**src/qdac_defines.svh**
```systemverilog
// constants of the quad dac serial command port
`ifndef QDAC_DEFINES_SVH
`define QDAC_DEFINES_SVH

// ----------------------------------------------------------------------
// serial frame layout
// ----------------------------------------------------------------------
`define QDAC_FRAME_BITS     6'd32
`define QDAC_CNT_MAX        6'h3f
`define QDAC_CMD_HI         27
`define QDAC_CMD_LO         24
`define QDAC_CH_HI          23
`define QDAC_CH_LO          20
`define QDAC_DATA_HI        19
`define QDAC_DATA_LO        4
`define QDAC_CH_ALL         4'hf

// ----------------------------------------------------------------------
// synchronised pin positions inside the level vector
// ----------------------------------------------------------------------
`define QDAC_PIN_FS         0
`define QDAC_PIN_SCLK       1
`define QDAC_PIN_SERIAL_DATA_IN       2
`define QDAC_PIN_CLR        3
`define QDAC_PIN_LATCH_UPDATE_PIN       4
`define QDAC_PIN_POR        5
`define QDAC_PIN_IDLE       6'h19

// ----------------------------------------------------------------------
// codes and timing
// ----------------------------------------------------------------------
`define QDAC_CODE_ZERO      16'h0000
`define QDAC_CODE_MID       16'h8000
`define QDAC_CODE_FULL      16'hffff
`define QDAC_POR_SETTLE     3'h5

// ----------------------------------------------------------------------
// register offsets and reset values
// ----------------------------------------------------------------------
`define QDAC_REG_CTRL       8'h00
`define QDAC_REG_CLR_MODE   8'h04
`define QDAC_REG_USER_CODE  8'h08
`define QDAC_REG_STATUS     8'h0c
`define QDAC_REG_LATCH0     8'h10
`define QDAC_REG_BUF0       8'h20
`define QDAC_CTRL_SYNC_BIT  0
`define QDAC_RST_USER_CODE  16'h0000

`endif

```
**src/qdac_pkg.sv**
```systemverilog
// types shared by the quad dac serial command port
package qdac_pkg;

   // frame receiver states, one-hot
   typedef enum logic [1:0] {
      ST_IDLE  = 2'b01,
      ST_SHIFT = 2'b10
   } qdac_state_t;

   // code forced by a clear event
   typedef enum logic [1:0] {
      CLR_ZERO = 2'h0,
      CLR_MID  = 2'h1,
      CLR_FULL = 2'h2,
      CLR_USER = 2'h3
   } qdac_clr_mode_t;

   // command nibble of a frame
   typedef enum logic [3:0] {
      CMD_WRITE     = 4'h0,
      CMD_WRITE_UPD = 4'h1,
      CMD_UPDATE    = 4'h2
   } qdac_cmd_t;

endpackage : qdac_pkg

```
**src/qdac_pin_if.sv**
```systemverilog
// carrier of synchronised pin levels between the synchroniser and the core
`timescale 1ns/1ps
interface qdac_pin_if;
   logic [5:0] lvl;

   modport src (output lvl);
   modport dst (input  lvl);
endinterface : qdac_pin_if

```
**src/qdac_serial_port.sv**
```systemverilog
// serial command port and code latches of a four-channel dac
//
// Functional notes
// - four wires: select, clock, data in, out
// - every command frame is 32 bits
// - straight binary code, msb at bit 19
// - bits 23:20 pick channel, 1111 all
// - power-up loads the reset code everywhere
// - select input low gives zero-scale startup
// - clear falling edge forces mode-selected code
// - clear code defaults to zero volts
// - in sync mode a write without update leaves output latch untouched
// - direct update, or sync via command/pin
//
// Decided for this implementation: the placing of the registers and the strobed register port.
`timescale 1ns/1ps
`include "qdac_defines.svh"
module qdac_serial_port (
   // clock and reset
   input  wire logic        i_clk_sys,
   input  wire logic        i_srst,
   // serial link pins
   input  wire logic        i_frame_sel_n,
   input  wire logic        i_sclk,
   input  wire logic        i_serial_data_in,
   output logic             o_serial_data_out,
   // control pins
   input  wire logic        i_output_clear_pin_n,
   input  wire logic        i_latch_update_pin_n,
   input  wire logic        i_por_select,
   // register port
   input  wire logic [7:0]  i_reg_addr,
   input  wire logic [31:0] i_reg_wdata,
   input  wire logic        i_reg_wr,
   input  wire logic        i_reg_rd,
   output logic [31:0]      o_reg_rdata,
   // latched output codes, channel a in the low bits
   output logic [63:0]      o_latch_code
);

   // ---------------------------------------------------------------
   // pin synchronisation
   // ---------------------------------------------------------------
   qdac_pin_if pin_bus ();

   qdac_pin_sync #(
      .W    (6),
      .IDLE (`QDAC_PIN_IDLE)
   ) u_sync (
      .i_clk_sys (i_clk_sys),
      .i_srst    (i_srst),
      .i_raw     ({i_por_select, i_latch_update_pin_n, i_output_clear_pin_n,
                   i_serial_data_in, i_sclk, i_frame_sel_n}),
      .pins      (pin_bus.src)
   );

   logic [5:0] lvl;
   logic [5:0] prev_q;
   logic       fs_fall;
   logic       fs_rise;
   logic       sclk_rise;
   logic       sclk_fall;
   logic       clr_fall;
   logic       latch_update_pin_fall;
   logic       por_sel;

   assign lvl = pin_bus.lvl;

   // previous levels for edge finding on the filtered pins
   always_ff @(posedge i_clk_sys) begin
      if (i_srst) begin
         prev_q <= `QDAC_PIN_IDLE;
      end else begin
         prev_q <= lvl;
      end
   end

   assign fs_fall   = prev_q[`QDAC_PIN_FS]   & ~lvl[`QDAC_PIN_FS];
   assign fs_rise   = ~prev_q[`QDAC_PIN_FS]  & lvl[`QDAC_PIN_FS];
   assign sclk_rise = ~prev_q[`QDAC_PIN_SCLK] & lvl[`QDAC_PIN_SCLK];
   assign sclk_fall = prev_q[`QDAC_PIN_SCLK] & ~lvl[`QDAC_PIN_SCLK];
   assign clr_fall  = prev_q[`QDAC_PIN_CLR]  & ~lvl[`QDAC_PIN_CLR];
   assign latch_update_pin_fall = prev_q[`QDAC_PIN_LATCH_UPDATE_PIN] & ~lvl[`QDAC_PIN_LATCH_UPDATE_PIN];
   assign por_sel   = lvl[`QDAC_PIN_POR];

   // ---------------------------------------------------------------
   // frame receiver
   // ---------------------------------------------------------------
   qdac_pkg::qdac_state_t state_q;
   logic [31:0]           shreg_q;
   logic [5:0]            cnt_q;
   logic                  frame_end;
   logic                  frame_done;
   logic                  frame_short;

   // shift msb first on rising clock while select is low
   always_ff @(posedge i_clk_sys) begin
      if (i_srst) begin
         state_q <= qdac_pkg::ST_IDLE;
         shreg_q <= 32'h0000_0000;
         cnt_q   <= 6'h00;
      end else begin
         unique case (state_q)
            qdac_pkg::ST_IDLE: begin
               if (fs_fall) begin
                  state_q <= qdac_pkg::ST_SHIFT;
                  cnt_q   <= 6'h00;
               end
            end
            qdac_pkg::ST_SHIFT: begin
               if (fs_rise) begin
                  state_q <= qdac_pkg::ST_IDLE;
               end else if (sclk_rise) begin
                  shreg_q <= {shreg_q[30:0], lvl[`QDAC_PIN_SERIAL_DATA_IN]};
                  if (cnt_q != `QDAC_CNT_MAX) begin
                     cnt_q <= cnt_q + 6'h01;
                  end
               end
            end
         endcase
      end
   end

   // acts only on select release after exactly one full frame
   assign frame_end   = (state_q == qdac_pkg::ST_SHIFT) && fs_rise;
   assign frame_done  = frame_end && (cnt_q == `QDAC_FRAME_BITS);
   assign frame_short = frame_end && (cnt_q < `QDAC_FRAME_BITS);

   // device drives out the bit leaving the shift register on falling clock
   always_ff @(posedge i_clk_sys) begin
      if (i_srst) begin
         o_serial_data_out <= 1'b0;
      end else if ((state_q == qdac_pkg::ST_SHIFT) && sclk_fall) begin
         o_serial_data_out <= shreg_q[31];
      end
   end

   // ---------------------------------------------------------------
   // frame decode
   // ---------------------------------------------------------------
   logic [3:0]  f_cmd;
   logic [3:0]  f_ch;
   logic [15:0] f_data;
   logic        f_write;
   logic        f_wr_upd;
   logic [3:0]  ch_hit;

   assign f_cmd    = shreg_q[`QDAC_CMD_HI:`QDAC_CMD_LO];
   assign f_ch     = shreg_q[`QDAC_CH_HI:`QDAC_CH_LO];
   assign f_data   = shreg_q[`QDAC_DATA_HI:`QDAC_DATA_LO];
   assign f_write  = frame_done && ((f_cmd == qdac_pkg::CMD_WRITE) ||
                                    (f_cmd == qdac_pkg::CMD_WRITE_UPD));
   assign f_wr_upd = f_cmd == qdac_pkg::CMD_WRITE_UPD;

   // address nibble, all-ones reaches every channel
   always_comb begin
      for (int i = 0; i < 4; i++) begin
         ch_hit[i] = f_write && ((f_ch == 4'(i)) || (f_ch == `QDAC_CH_ALL));
      end
   end

   // ---------------------------------------------------------------
   // control registers
   // ---------------------------------------------------------------
   logic                     sync_mode_q;
   qdac_pkg::qdac_clr_mode_t clr_mode_q;
   logic [15:0]              user_code_q;
   logic [7:0]               short_cnt_q;
   logic [2:0]               por_wait_q;
   logic                     por_done_q;
   logic                     por_load;
   logic [15:0]              clr_code;
   logic [15:0]              por_code;

   // software writes; clear mode resets to the zero-volt code
   always_ff @(posedge i_clk_sys) begin
      if (i_srst) begin
         sync_mode_q <= 1'b0;
         clr_mode_q  <= qdac_pkg::CLR_ZERO;
         user_code_q <= `QDAC_RST_USER_CODE;
      end else if (i_reg_wr) begin
         unique case (i_reg_addr)
            `QDAC_REG_CTRL:      sync_mode_q <= i_reg_wdata[`QDAC_CTRL_SYNC_BIT];
            `QDAC_REG_CLR_MODE:  clr_mode_q  <= qdac_pkg::qdac_clr_mode_t'(i_reg_wdata[1:0]);
            `QDAC_REG_USER_CODE: user_code_q <= i_reg_wdata[15:0];
            default: ;
         endcase
      end
   end

   // count dropped short frames, saturating, for software visibility
   always_ff @(posedge i_clk_sys) begin
      if (i_srst) begin
         short_cnt_q <= 8'h00;
      end else if (frame_short && (short_cnt_q != 8'hff)) begin
         short_cnt_q <= short_cnt_q + 8'h01;
      end
   end

   // strap reaches the filtered level four edges after release, so the load waits five
   always_ff @(posedge i_clk_sys) begin
      if (i_srst) begin
         por_wait_q <= 3'h0;
         por_done_q <= 1'b0;
      end else if (!por_done_q) begin
         if (por_wait_q == `QDAC_POR_SETTLE) begin
            por_done_q <= 1'b1;
         end else begin
            por_wait_q <= por_wait_q + 3'h1;
         end
      end
   end

   assign por_load = !por_done_q && (por_wait_q == `QDAC_POR_SETTLE);
   assign por_code = por_sel ? `QDAC_CODE_MID : `QDAC_CODE_ZERO;

   // code forced by a clear event
   always_comb begin
      unique case (clr_mode_q)
         qdac_pkg::CLR_ZERO: clr_code = `QDAC_CODE_ZERO;
         qdac_pkg::CLR_MID:  clr_code = `QDAC_CODE_MID;
         qdac_pkg::CLR_FULL: clr_code = `QDAC_CODE_FULL;
         qdac_pkg::CLR_USER: clr_code = user_code_q;
      endcase
   end

   // ---------------------------------------------------------------
   // input buffers and output latches
   // ---------------------------------------------------------------
   logic [3:0][15:0] buf_q;
   logic [3:0][15:0] lat_q;
   logic             upd_all;

   // in sync mode every latch loads on the command or the pin edge
   assign upd_all = sync_mode_q &&
                    (latch_update_pin_fall || (frame_done && (f_cmd == qdac_pkg::CMD_UPDATE)));

   // clear beats frames and updates arriving in the same cycle
   always_ff @(posedge i_clk_sys) begin
      if (i_srst) begin
         buf_q <= '0;
         lat_q <= '0;
      end else begin
         for (int i = 0; i < 4; i++) begin
            if (por_load) begin
               buf_q[i] <= por_code;
               lat_q[i] <= por_code;
            end else if (clr_fall) begin
               buf_q[i] <= clr_code;
               lat_q[i] <= clr_code;
            end else begin
               if (ch_hit[i]) begin
                  buf_q[i] <= f_data;
               end
               if (upd_all) begin
                  lat_q[i] <= ch_hit[i] ? f_data : buf_q[i];
               end else if (ch_hit[i] && (!sync_mode_q || f_wr_upd)) begin
                  lat_q[i] <= f_data;
               end
            end
         end
      end
   end

   assign o_latch_code = lat_q;

   // ---------------------------------------------------------------
   // register read port
   // ---------------------------------------------------------------
   // data stand for one cycle only; unmapped addresses read zero
   always_ff @(posedge i_clk_sys) begin
      if (i_srst) begin
         o_reg_rdata <= 32'h0000_0000;
      end else if (i_reg_rd) begin
         unique case (i_reg_addr)
            `QDAC_REG_CTRL:      o_reg_rdata <= {31'h0, sync_mode_q};
            `QDAC_REG_CLR_MODE:  o_reg_rdata <= {30'h0, clr_mode_q};
            `QDAC_REG_USER_CODE: o_reg_rdata <= {16'h0, user_code_q};
            `QDAC_REG_STATUS:    o_reg_rdata <= {16'h0, short_cnt_q, 7'h0, por_done_q};
            8'h10:               o_reg_rdata <= {16'h0, lat_q[0]};
            8'h14:               o_reg_rdata <= {16'h0, lat_q[1]};
            8'h18:               o_reg_rdata <= {16'h0, lat_q[2]};
            8'h1c:               o_reg_rdata <= {16'h0, lat_q[3]};
            8'h20:               o_reg_rdata <= {16'h0, buf_q[0]};
            8'h24:               o_reg_rdata <= {16'h0, buf_q[1]};
            8'h28:               o_reg_rdata <= {16'h0, buf_q[2]};
            8'h2c:               o_reg_rdata <= {16'h0, buf_q[3]};
            default:             o_reg_rdata <= 32'h0000_0000;
         endcase
      end else begin
         o_reg_rdata <= 32'h0000_0000;
      end
   end

   logic quiet;
   assign quiet = !por_load && !clr_fall;
endmodule : qdac_serial_port

```
**src/qdac_pin_sync.sv**
```systemverilog
// three-stage pin synchroniser with agreement filter
`timescale 1ns/1ps
module qdac_pin_sync #(
   parameter int         W    = 6,
   parameter logic [5:0] IDLE = 6'h00
) (
   // clock and reset
   input  wire logic         i_clk_sys,
   input  wire logic         i_srst,
   // raw pins
   input  wire logic [W-1:0] i_raw,
   // filtered levels
   qdac_pin_if.src           pins
);

   logic [W-1:0] s1_q;
   logic [W-1:0] s2_q;
   logic [W-1:0] s3_q;
   logic [W-1:0] clean_q;

   // ---------------------------------------------------------------
   // synchroniser chain
   // ---------------------------------------------------------------
   // first stage feeds only the second, so metastability never fans out
   always_ff @(posedge i_clk_sys) begin
      if (i_srst) begin
         s1_q <= IDLE[W-1:0];
         s2_q <= IDLE[W-1:0];
         s3_q <= IDLE[W-1:0];
      end else begin
         s1_q <= i_raw;
         s2_q <= s1_q;
         s3_q <= s2_q;
      end
   end

   // a bit changes only once stages two and three agree
   always_ff @(posedge i_clk_sys) begin
      if (i_srst) begin
         clean_q <= IDLE[W-1:0];
      end else begin
         for (int i = 0; i < W; i++) begin
            if (s2_q[i] == s3_q[i]) begin
               clean_q[i] <= s3_q[i];
            end
         end
      end
   end

   assign pins.lvl = clean_q;

endmodule : qdac_pin_sync

```
**config.mk**
```make
export PLATFORM = sky130hd
export DESIGN_NAME = qdac_serial_port
export DESIGN_NICKNAME = d
export VERILOG_FILES = /design/src/qdac_pkg.sv /design/src/qdac_pin_if.sv /design/src/qdac_serial_port.sv /design/src/qdac_pin_sync.sv
export VERILOG_INCLUDE_DIRS = /design/src
export SDC_FILE = /design/constraint.sdc
export NUM_CORES = 1
export LEC_CHECK = 0
export ABC_AREA = 1
export BUFFER_PORTS_ARGS = -buffer_cell sky130_fd_sc_hd__buf_2
export CAP_MARGIN = 15
export CORE_UTILIZATION = 40
export CTS_CLUSTER_DIAMETER = 80
export DETAILED_ROUTE_END_ITERATION = 8
export SLEW_MARGIN = 25
export SYNTH_ARGS = -nofsm -noshare
export SYNTH_HDL_FRONTEND = slang
export SYNTH_HIERARCHICAL = 1
export SYNTH_SLANG_ARGS = --single-unit
```
**constraint.sdc**
```tcl
create_clock -name i_clk_sys -period 2.8 [get_ports i_clk_sys]
set_clock_uncertainty 0.2 [all_clocks]
set_input_delay 0.56 -clock i_clk_sys [delete_from_list [all_inputs] [get_ports i_clk_sys]]
set_output_delay 0.56 -clock i_clk_sys [all_outputs]
set_load 0.01 [all_outputs]
```
==> impl_metrics.tcl, run 1 <==
set metrics [dict create \
    timing.final.max_slew_violations 0 \
    grt_pass1_vias 11700 \
    tightest_slew_ns 0.770 \
    via_per_inst 5.40 \
    status "complete, no violations" \
    yosysSeqAreaShare_pct 41.0 \
    crit_fanout 15 \
    die_w_um 175 \
    leakage_nw 6.54 \
    cts_max_level 1 \
    yosysTopAreaCellShare_pct 41.0 \
    cts_buffers 27 \
    hp-class "in -> reg" \
    track_usage_pct 27.0 \
    p_seq_share_pct 48.1 \
    r2r_slack_ns 0.39 \
    post-route-period-util_pct 86.2 \
    synth.area.top_cells "dfxtp_1 (41%), nand2_1 (16%), a21oi_1 (8.6%)" \
    clockBufferDepth 3 \
    required_ns 3.06 \
    placed_cells 2271 \
    ant_nets 0 \
    use_met2_pct 43.8 \
    wirelength_mm 41.6 \
    first_pass_iters 8 \
    reg2reg_from "cnt_q[0]" \
    rows 62 \
    p_int_w 0.00567 \
    maxCapViolCount 0 \
    syn_area_per_cell_um2 6.64 \
    dpl_cell_area_um2 13200 \
    end_kind "flip-flop" \
    swShare_pct 22.5 \
    final_common_cell "nand2_1" \
    met1_usage_pct 35.1 \
    grt_overflow 0 \
    max-vdd-ir-drop_uv 468 \
    syn_area_um2 11900 \
    syn_to_final_growth_pct 17.8 \
    antenna_found_initial 0 \
    layout_common_cells "nand2_1 (523), dfxtp_1 (244), a21oi_1 (205)" \
    synth.distinct_cells 41 \
    hpwl_mm 27.6 \
    fp.dieH_um 175 \
    yosysWarnings 6 \
    report.final.setup_viol 0 \
    cts_tree "yes" \
    finalSetupTns_ns 0 \
    synth-seq-cells 244 \
    io_buffers 114 \
    relSlewSlack_pct 48.7 \
    grt_pass1_wl_mm 64.7 \
    final_area_um2 14000 \
    drt_iter0_drc 1282 \
    drc_errors 0 \
    critPathLaunch "cnt_q[0]" \
    power_frac_clock_pct 48.3 \
    ioPinCount 147 \
    fin_nets 1973 \
    p_comb_share_pct 3.6 \
    crit_type "reg -> reg" \
    wl_per_cell_um 17.9 \
    cts-root-buf "clkbuf_16" \
    start_kind "flip-flop" \
    cp_data_arrival_time_ns 2.67 \
    stdcell_count 2320 \
    path_clk_slew_ns 0.06 \
    hp-start "i_latch_update_pin_n" \
    drive_above_1_share_pct 13.5 \
    initial_core_util_pct 41.1 \
    power_density_nw_per_um2 521 \
    vias 12500 \
    use_met3_pct 4.66 \
    min_period_ns 2.41 \
    diodes 0 \
    p_sw_w 0.00164 \
    grt_start_max_net_pins 121 \
    clkSinkCount 244 \
    core-area_um2 29000 \
    insertion_delay_ns 0.54 \
    synth_cells 1797 \
    place.gp.congestion 0.859 \
    top_usage_layer "met2" \
    finalHoldViolations 0 \
    fmax_ghz 0.414 \
    post-synth-top-area-cell "dfxtp_1" \
    fin_util_pct 48.4 \
    fp.dieArea_um2 30500 \
    rsz0062_at_grt "no" \
]
cell families after synthesis:
logic type / synth area share, %
buf+inv: 10.8
fa+ha+maj: 0.525
flops: 41.0
xor+xnor: 0.220
compound gates: 15.5
other cells: 0.0314
simple gates: 31.9
sequential cells by signal, summed over array words and instances, names as in the netlist, 3 cells and up:
name             cells
short_cnt_q          8
por_wait_q           3
u_sync/pins.lvl      6
o_reg_rdata         16
shreg_q             32
cnt_q                6
o_latch_code        64
u_sync/s3_q          6
u_sync/s1_q          6
prev_q               4
buf_q               64
u_sync/s2_q          6
user_code_q         16
path summary, 6_finish.rpt:
| kind | endpoint | cells past startpoint |
|---|---|---|
| max | o_latch_code[7] | 13 |
| min | u_sync/s1_q[4] | 2 |
| max reg2reg | o_latch_code[7] | 13 |
| min reg2reg | u_sync/s2_q[1] | 2 |
synthesized netlist by cell type:
cell and number:
a211oi_1 9, a21oi_1 205, a21oi_4 1, a221oi_1 1
a22o_1 1, and3_1 1, buf_1 6, buf_2 16
buf_4 20, buf_6 2, clkbuf_1 64, clkinv_1 3
conb_1 1, dfxtp_1 244, ha_1 5, inv_1 193
inv_2 11, nand2_1 524, nand2_2 9, nand3_1 143
nand3_2 1, nand4_1 71, nand4_2 3, nand4_4 1
nor2_1 104, nor2_2 2, nor2_4 4, nor3_1 6
nor3_2 1, nor3b_1 1, nor4_1 2, o2111ai_1 1
o211ai_1 1, o21a_1 5, o21ai_0 79, o21ai_1 15
o22ai_1 31, o31ai_1 1, or2_1 6, xnor2_1 1
xor2_1 2
area by class of cell:
type / instances / area, um2
flip-flops and latches: 244 / 4880
multi-input cells: 1253 / 5830
fillers: 3038 / 15000
clock buffers: 39 / 781
repair buffers: 185 / 1210
inverters: 207 / 777
clock inverters: 8 / 90.1
well taps: 384 / 480
power groups by stage:
stage / combinational, W / sequential, W / clock, W
floorplan: 0.000176 / 0.00359 / 0
global placement: 0.000252 / 0.00359 / 0
detailed placement: 0.000255 / 0.00359 / 0
CTS: 0.000258 / 0.00352 / 0.00359
global route: 0.000286 / 0.00352 / 0.00372
finish: 0.000261 / 0.00352 / 0.00354
metal layers:
metal  vias up  routed length (um)
li1       6065                   -
met1      5804               17500
met2       547               18700
met3       111                3450
met4         0                1900
met5         -                   0
repair_timing:
action,CTS,global route
buffers inserted,0,0
hold buffers,2,0
hold endpoints to repair,2,0
resized for setup,0,0
stage by stage:
| stage | power, W | worst slack, ns | hold slack [ns] |
|---|---|---|---|
| after floorplan | 0.00377 | 0.648 | 0.183 |
| after global placement | 0.00384 | 0.351 | 0.197 |
| after detailed placement | 0.00385 | 0.362 | 0.200 |
| after CTS | 0.00736 | 0.378 | 0.0125 |
| after global routing | 0.00752 | 0.162 | 0.0196 |
| final | 0.00731 | 0.385 | 0.0309 |
worst max-delay path, stage by stage (launching register included):
cell	delay (ns)
dfxtp_1	0.31
inv_1	0.11
ha_1	0.19
nand3_1	0.12
nor2_4	0.13
buf_4	0.16
nand4_4	0.09
inv_1	0.10
nand2_1	0.07
nand2_2	0.13
nand2_1	0.07
inv_2	0.38
nand2_1	0.11
a21oi_1	0.15
Note: power is estimated with default switching activity, not from simulation.
==> inputs of run 2 (changes only) <==
==> constraint.sdc (replaced) <==
create_clock -name i_clk_sys -period 2.32 [get_ports i_clk_sys]
set_clock_uncertainty 0.2 [all_clocks]
set_input_delay 0.464 -clock i_clk_sys [delete_from_list [all_inputs] [get_ports i_clk_sys]]
set_output_delay 0.464 -clock i_clk_sys [all_outputs]
set_load 0.01 [all_outputs]
==> impl_metrics.tcl, run 2 (synthesis results as in run 1) <==
set metrics [dict create \
    fmax_ghz 0.442 \
    fp.dieH_um 175 \
    dr_wl_met3_mm 3.78 \
    clkSinkCount 244 \
    wl_per_cell_um 18.6 \
    crit_fanout 8 \
    cts_buffers 28 \
    track_usage_pct 28.1 \
    p_comb_share_pct 5.0 \
    insertion_delay_ns 0.54 \
    end_kind "flip-flop" \
    power_frac_clock_pct 47.9 \
    core-area_um2 29000 \
    report.final.setup_viol 0 \
    initial_core_util_pct 41.1 \
    grt_start_max_net_pins 121 \
    min_period_ns 2.26 \
    drive_above_1_share_pct 16.6 \
    cp_data_arrival_time_ns 2.54 \
    rsz0062_at_grt "yes" \
    drc_errors 0 \
    crit_type "reg -> reg" \
    syn_to_final_growth_pct 26.4 \
    hp-start "i_reg_wdata[15]" \
    vias 12800 \
    reg2reg_from "cnt_q[1]" \
    io_buffers 114 \
    path_clk_slew_ns 0.06 \
    fin_nets 2029 \
    layout_common_cells "nand2_1 (510), dfxtp_1 (242), a21oi_1 (197)" \
    r2r_slack_ns 0.06 \
    timing.final.max_slew_violations 0 \
    rows 62 \
    final_common_cell "nand2_1" \
    max-vdd-ir-drop_uv 616 \
    fp.dieArea_um2 30500 \
    finalSetupTns_ns 0 \
    p_int_w 0.00699 \
    leakage_nw 7.00 \
    clockBufferDepth 3 \
    cts_max_level 1 \
    maxCapViolCount 0 \
    drt_iter0_drc 1299 \
    p_seq_share_pct 47.1 \
    wirelength_mm 44.1 \
    top_layer_used "met4" \
    grt_overflow 0 \
    post-route-period-util_pct 97.6 \
    hpwl_mm 28.8 \
    die_w_um 175 \
    p_sw_w 0.00203 \
    grt_pass1_wl_mm 67.0 \
    cts_tree "yes" \
    antenna_found_initial 0 \
    ioPinCount 147 \
    met2WireLength_mm 20.3 \
    timing.rr.end "o_latch_code[52]" \
    first_pass_iters 6 \
    place.gp.congestion 0.912 \
    rr_worst_depth 14 \
    worst_hold_path.endpoint "user_code_q[15]" \
    stdcell_count 2374 \
    swShare_pct 22.5 \
    tightest_slew_ns 0.558 \
    cts-root-buf "clkbuf_16" \
    grt_pass1_vias 12000 \
    wl_met1_mm 18.4 \
    finalHoldViolations 0 \
    via_per_inst 5.37 \
    placed_cells 2292 \
    required_ns 2.59 \
    start_kind "flip-flop" \
    relSlewSlack_pct 62.8 \
    holdPathStages 3 \
    power_density_nw_per_um2 598 \
    ant_nets 0 \
    diodes 0 \
    status "complete, no violations" \
    hp-class "in -> reg" \
]
[run 2: metrics by stage]
step	utilization, %	area, um2	total power (W)	hold WS [ns]	setup WS [ns]
4_1_cts	50.7	14700	0.00901	0.00612	0.0126
2_1_floorplan	-	12000	0.00454	0.183	0.263
3_5_place_dp	46.9	13600	0.00469	0.193	0.00312
5_1_grt	52.0	15100	0.00929	0.0268	-0.0432
6_report	52.0	15100	0.00902	0.0352	0.0561
3_3_place_gp	46.9	13600	0.00469	0.187	0.0199
[run 2: worst max path at each step]
stage	start	to	slack (ns)	depth (start not counted)
6_report	cnt_q[1]	o_latch_code[52]	0.06	14
3_5_place_dp	i_reg_addr[7]	o_reg_rdata[14]	0.003	13
4_1_cts	cnt_q[1]	o_latch_code[61]	0.01	14
5_1_grt	cnt_q[1]	o_latch_code[12]	-0.04	14
3_3_place_gp	i_reg_addr[7]	o_reg_rdata[14]	0.02	13
2_1_floorplan	cnt_q[0]	o_latch_code[31]	0.26	10
[run 2: area by class of cell]
class                           instances  area (um2)
Clock buffer                           38         790
Clock inverter                          8        96.3
Fill cell                            2867       13900
Inverter                              207         790
Multi-Input combinational cell       1253        5970
Sequential cell                       244        4890
Tap cell                              384         480
Timing Repair Buffer                  240        2060
[run 2: what timing repair did]
action	in CTS	in global routing
hold buffers	21	0
endpoints found under the setup margin	0	63
hold endpoints to repair	21	0
gates resized for setup	0	54
buffers inserted	0	11
[run 2: critical path: stages, from the launching register on]
cell and delay (ns):
dfxtp_2 0.32, inv_2 0.07, ha_4 0.15, nand3_4 0.08, nor2_4 0.18, nand3_4 0.12
a21oi_4 0.18, buf_12 0.18, nor2_4 0.08, nand2_2 0.08, nand2_2 0.07, clkinv_4 0.12
clkbuf_16 0.18, nand2_2 0.06, a21oi_1 0.12
[run 2: power groups by stage]
stage                     logic [W]  registers (W)  clock network [W]
after CTS                  0.000384        0.00424            0.00439
after global routing       0.000487        0.00425            0.00455
after detailed placement   0.000356        0.00434                  0
final                      0.000451        0.00425            0.00432
after global placement     0.000351        0.00433                  0
after floorplan            0.000212        0.00433                  0
[run 2: routing by layer]
metal	GRT usage, %	vias up
li1	-	6195
met1	36.8	5891
met2	46.0	579
met3	4.20	94
met4	11.8	0
met5	0	-
==> inputs of run 3 (changes only) <==
--- a/config.mk
+++ b/config.mk
@@ -9,9 +9,10 @@
 export ABC_AREA = 1
 export BUFFER_PORTS_ARGS = -buffer_cell sky130_fd_sc_hd__buf_2
 export CAP_MARGIN = 15
-export CORE_UTILIZATION = 40
+export CORE_UTILIZATION = 50
 export CTS_CLUSTER_DIAMETER = 80
 export DETAILED_ROUTE_END_ITERATION = 8
+export PLACE_DENSITY = 0.7
 export SLEW_MARGIN = 25
 export SYNTH_ARGS = -nofsm -noshare
 export SYNTH_HDL_FRONTEND = slang
==> impl_metrics.tcl, run 3 (synthesis results as in run 1) <==
set metrics [dict create \
    status "finished with violations" \
    violations "negative setup slack" \
    drt_iter0_drc 1209 \
    finalHoldViolations 0 \
    hpwl_mm 27.4 \
    core-area_um2 23400 \
    cts_buffers 26 \
    antenna_found_initial 1 \
    slowest_delay_ns 0.32 \
    rows 56 \
    crit_fanout 7 \
    cts_tree "yes" \
    fill_cells 2195 \
    fin_nets 2022 \
    report.final.setup_viol 8 \
    final_common_cell "nand2_1" \
    first_pass_iters 6 \
    grt_pass1_wl_mm 61.7 \
    fmax_ghz 0.428 \
    drc_errors 0 \
    wirelength_mm 40.7 \
    cts_max_level 1 \
    insertion_delay_ns 0.55 \
    clkSinkCount 244 \
    ioPinCount 147 \
    relSlewSlack_pct 62.4 \
    post-route-period-util_pct 101 \
    min_period_ns 2.34 \
    grt_pass1_vias 11900 \
    io_buffers 114 \
    whs_ns 0.0124 \
    fin_util_pct 64.0 \
    grt_start_max_net_pins 121 \
    initial_core_util_pct 51.0 \
    timing.final.max_slew_violations 0 \
    leakage_nw 6.99 \
    tightest_slew_ns 0.564 \
    power_density_nw_per_um2 610 \
    wl_per_cell_um 17.7 \
    worstPathBufferInverterCount 5 \
    grt_overflow 0 \
    fp.dieArea_um2 24500 \
    die_w_um 156 \
    diodes 0 \
    ant_nets 0 \
    cpLargestDelayFamily "simple AND/OR/NAND/NOR gates" \
    max-vdd-ir-drop_uv 632 \
    dpl_cell_area_um2 13400 \
    clockBufferDepth 3 \
    vias 12900 \
    cts-root-buf "clkbuf_16" \
    maxCapViolCount 0 \
    crit_type "reg -> reg" \
    final_area_um2 15000 \
    fp.dieH_um 156 \
    layout_common_cells "nand2_1 (497), dfxtp_1 (242), inv_1 (190), a21oi_1 (190), nand3_1 (135)" \
    end_kind "flip-flop" \
    via_per_inst 5.59 \
    path_cells "inv_2 -> ha_4 -> nand3_4 -> nor2_4 -> nand3_4 -> a21oi_4 -> buf_12 -> nor2_4 -> nand2_2 -> buf_6 -> inv_6 -> clkbuf_16 -> nand2_1 -> a21oi_2" \
    start_kind "flip-flop" \
    drive_above_1_share_pct 17.7 \
    rsz0062_at_grt "yes" \
    place.gp.congestion 0.936 \
    cp_slowest_cell "dfxtp_2" \
    fin_ws_ns -0.0191 \
    syn_to_final_growth_pct 25.6 \
    track_usage_pct 32.3 \
    path_clk_slew_ns 0.06 \
    required_ns 2.54 \
    dpl_worst_slack_ns -0.00544 \
    hp-class "in -> reg" \
    cp_data_arrival_time_ns 2.56 \
]
-- run 3: layout make-up --
cell class / instances / area (um2) / share of cell area (%)
clock buffer: 38 / 807 / 5.39
clock inverter: 10 / 128 / 0.852
inverter: 207 / 797 / 5.32
multi-input combinational: 1253 / 6050 / 40.4
sequential: 244 / 4890 / 32.6
tap: 319 / 399 / 2.67
timing repair buffer: 235 / 1910 / 12.7
-- run 3: what timing repair did --
| action | CTS | global route |
|---|---|---|
| resized for setup | 2 | 81 |
| pin swaps | 0 | 12 |
| endpoints found under the setup margin | 18 | 71 |
| buffers inserted | 0 | 4 |
| gates cloned | 0 | 4 |
| hold buffers | 20 | 0 |
| endpoints found under the hold margin | 20 | 0 |
-- run 3: worst paths after layout --
check,from,endpoint,slack (ns),cells after the start
max,cnt_q[1],o_latch_code[3],-0.02,14
min,i_reg_wr,sync_mode_q,0.01,3
max reg2reg,cnt_q[1],o_latch_code[3],-0.02,14
min reg2reg,u_sync/s1_q[0],u_sync/s2_q[0],0.21,1
-- run 3: routing by layer --
metal / GRT usage (%) / up-vias / part of all wire, %
met5: 0 / - / 0
met4: 20.3 / 0 / 6.1
met3: 4.07 / 144 / 8.2
met2: 52.2 / 633 / 46
met1: 40.9 / 5925 / 40
li1: - / 6182 / -
-- run 3: worst min-delay path: cells and delay by family --
kind	cells	cell delay (ns)
simple gates	1	0.08
buf+inv	1	0.11
compound gates	1	0.06
-- run 3: where the power goes --
group	switching, W	total, W	internal [W]
Combinational	0.000252	0.000408	0.000156
Clock	0.00175	0.00448	0.00273
Sequential	0.0000200	0.00425	0.00423
-- run 3: through the flow --
stage          TNS (ns)  total power (W)  instances
6_report        -0.0658          0.00913       2306
2_1_floorplan         0          0.00454       1812
3_3_place_gp          0          0.00466       2230
5_1_grt           -3.52          0.00939       2306
4_1_cts               0          0.00913       2298
3_5_place_dp   -0.00544          0.00467       2230
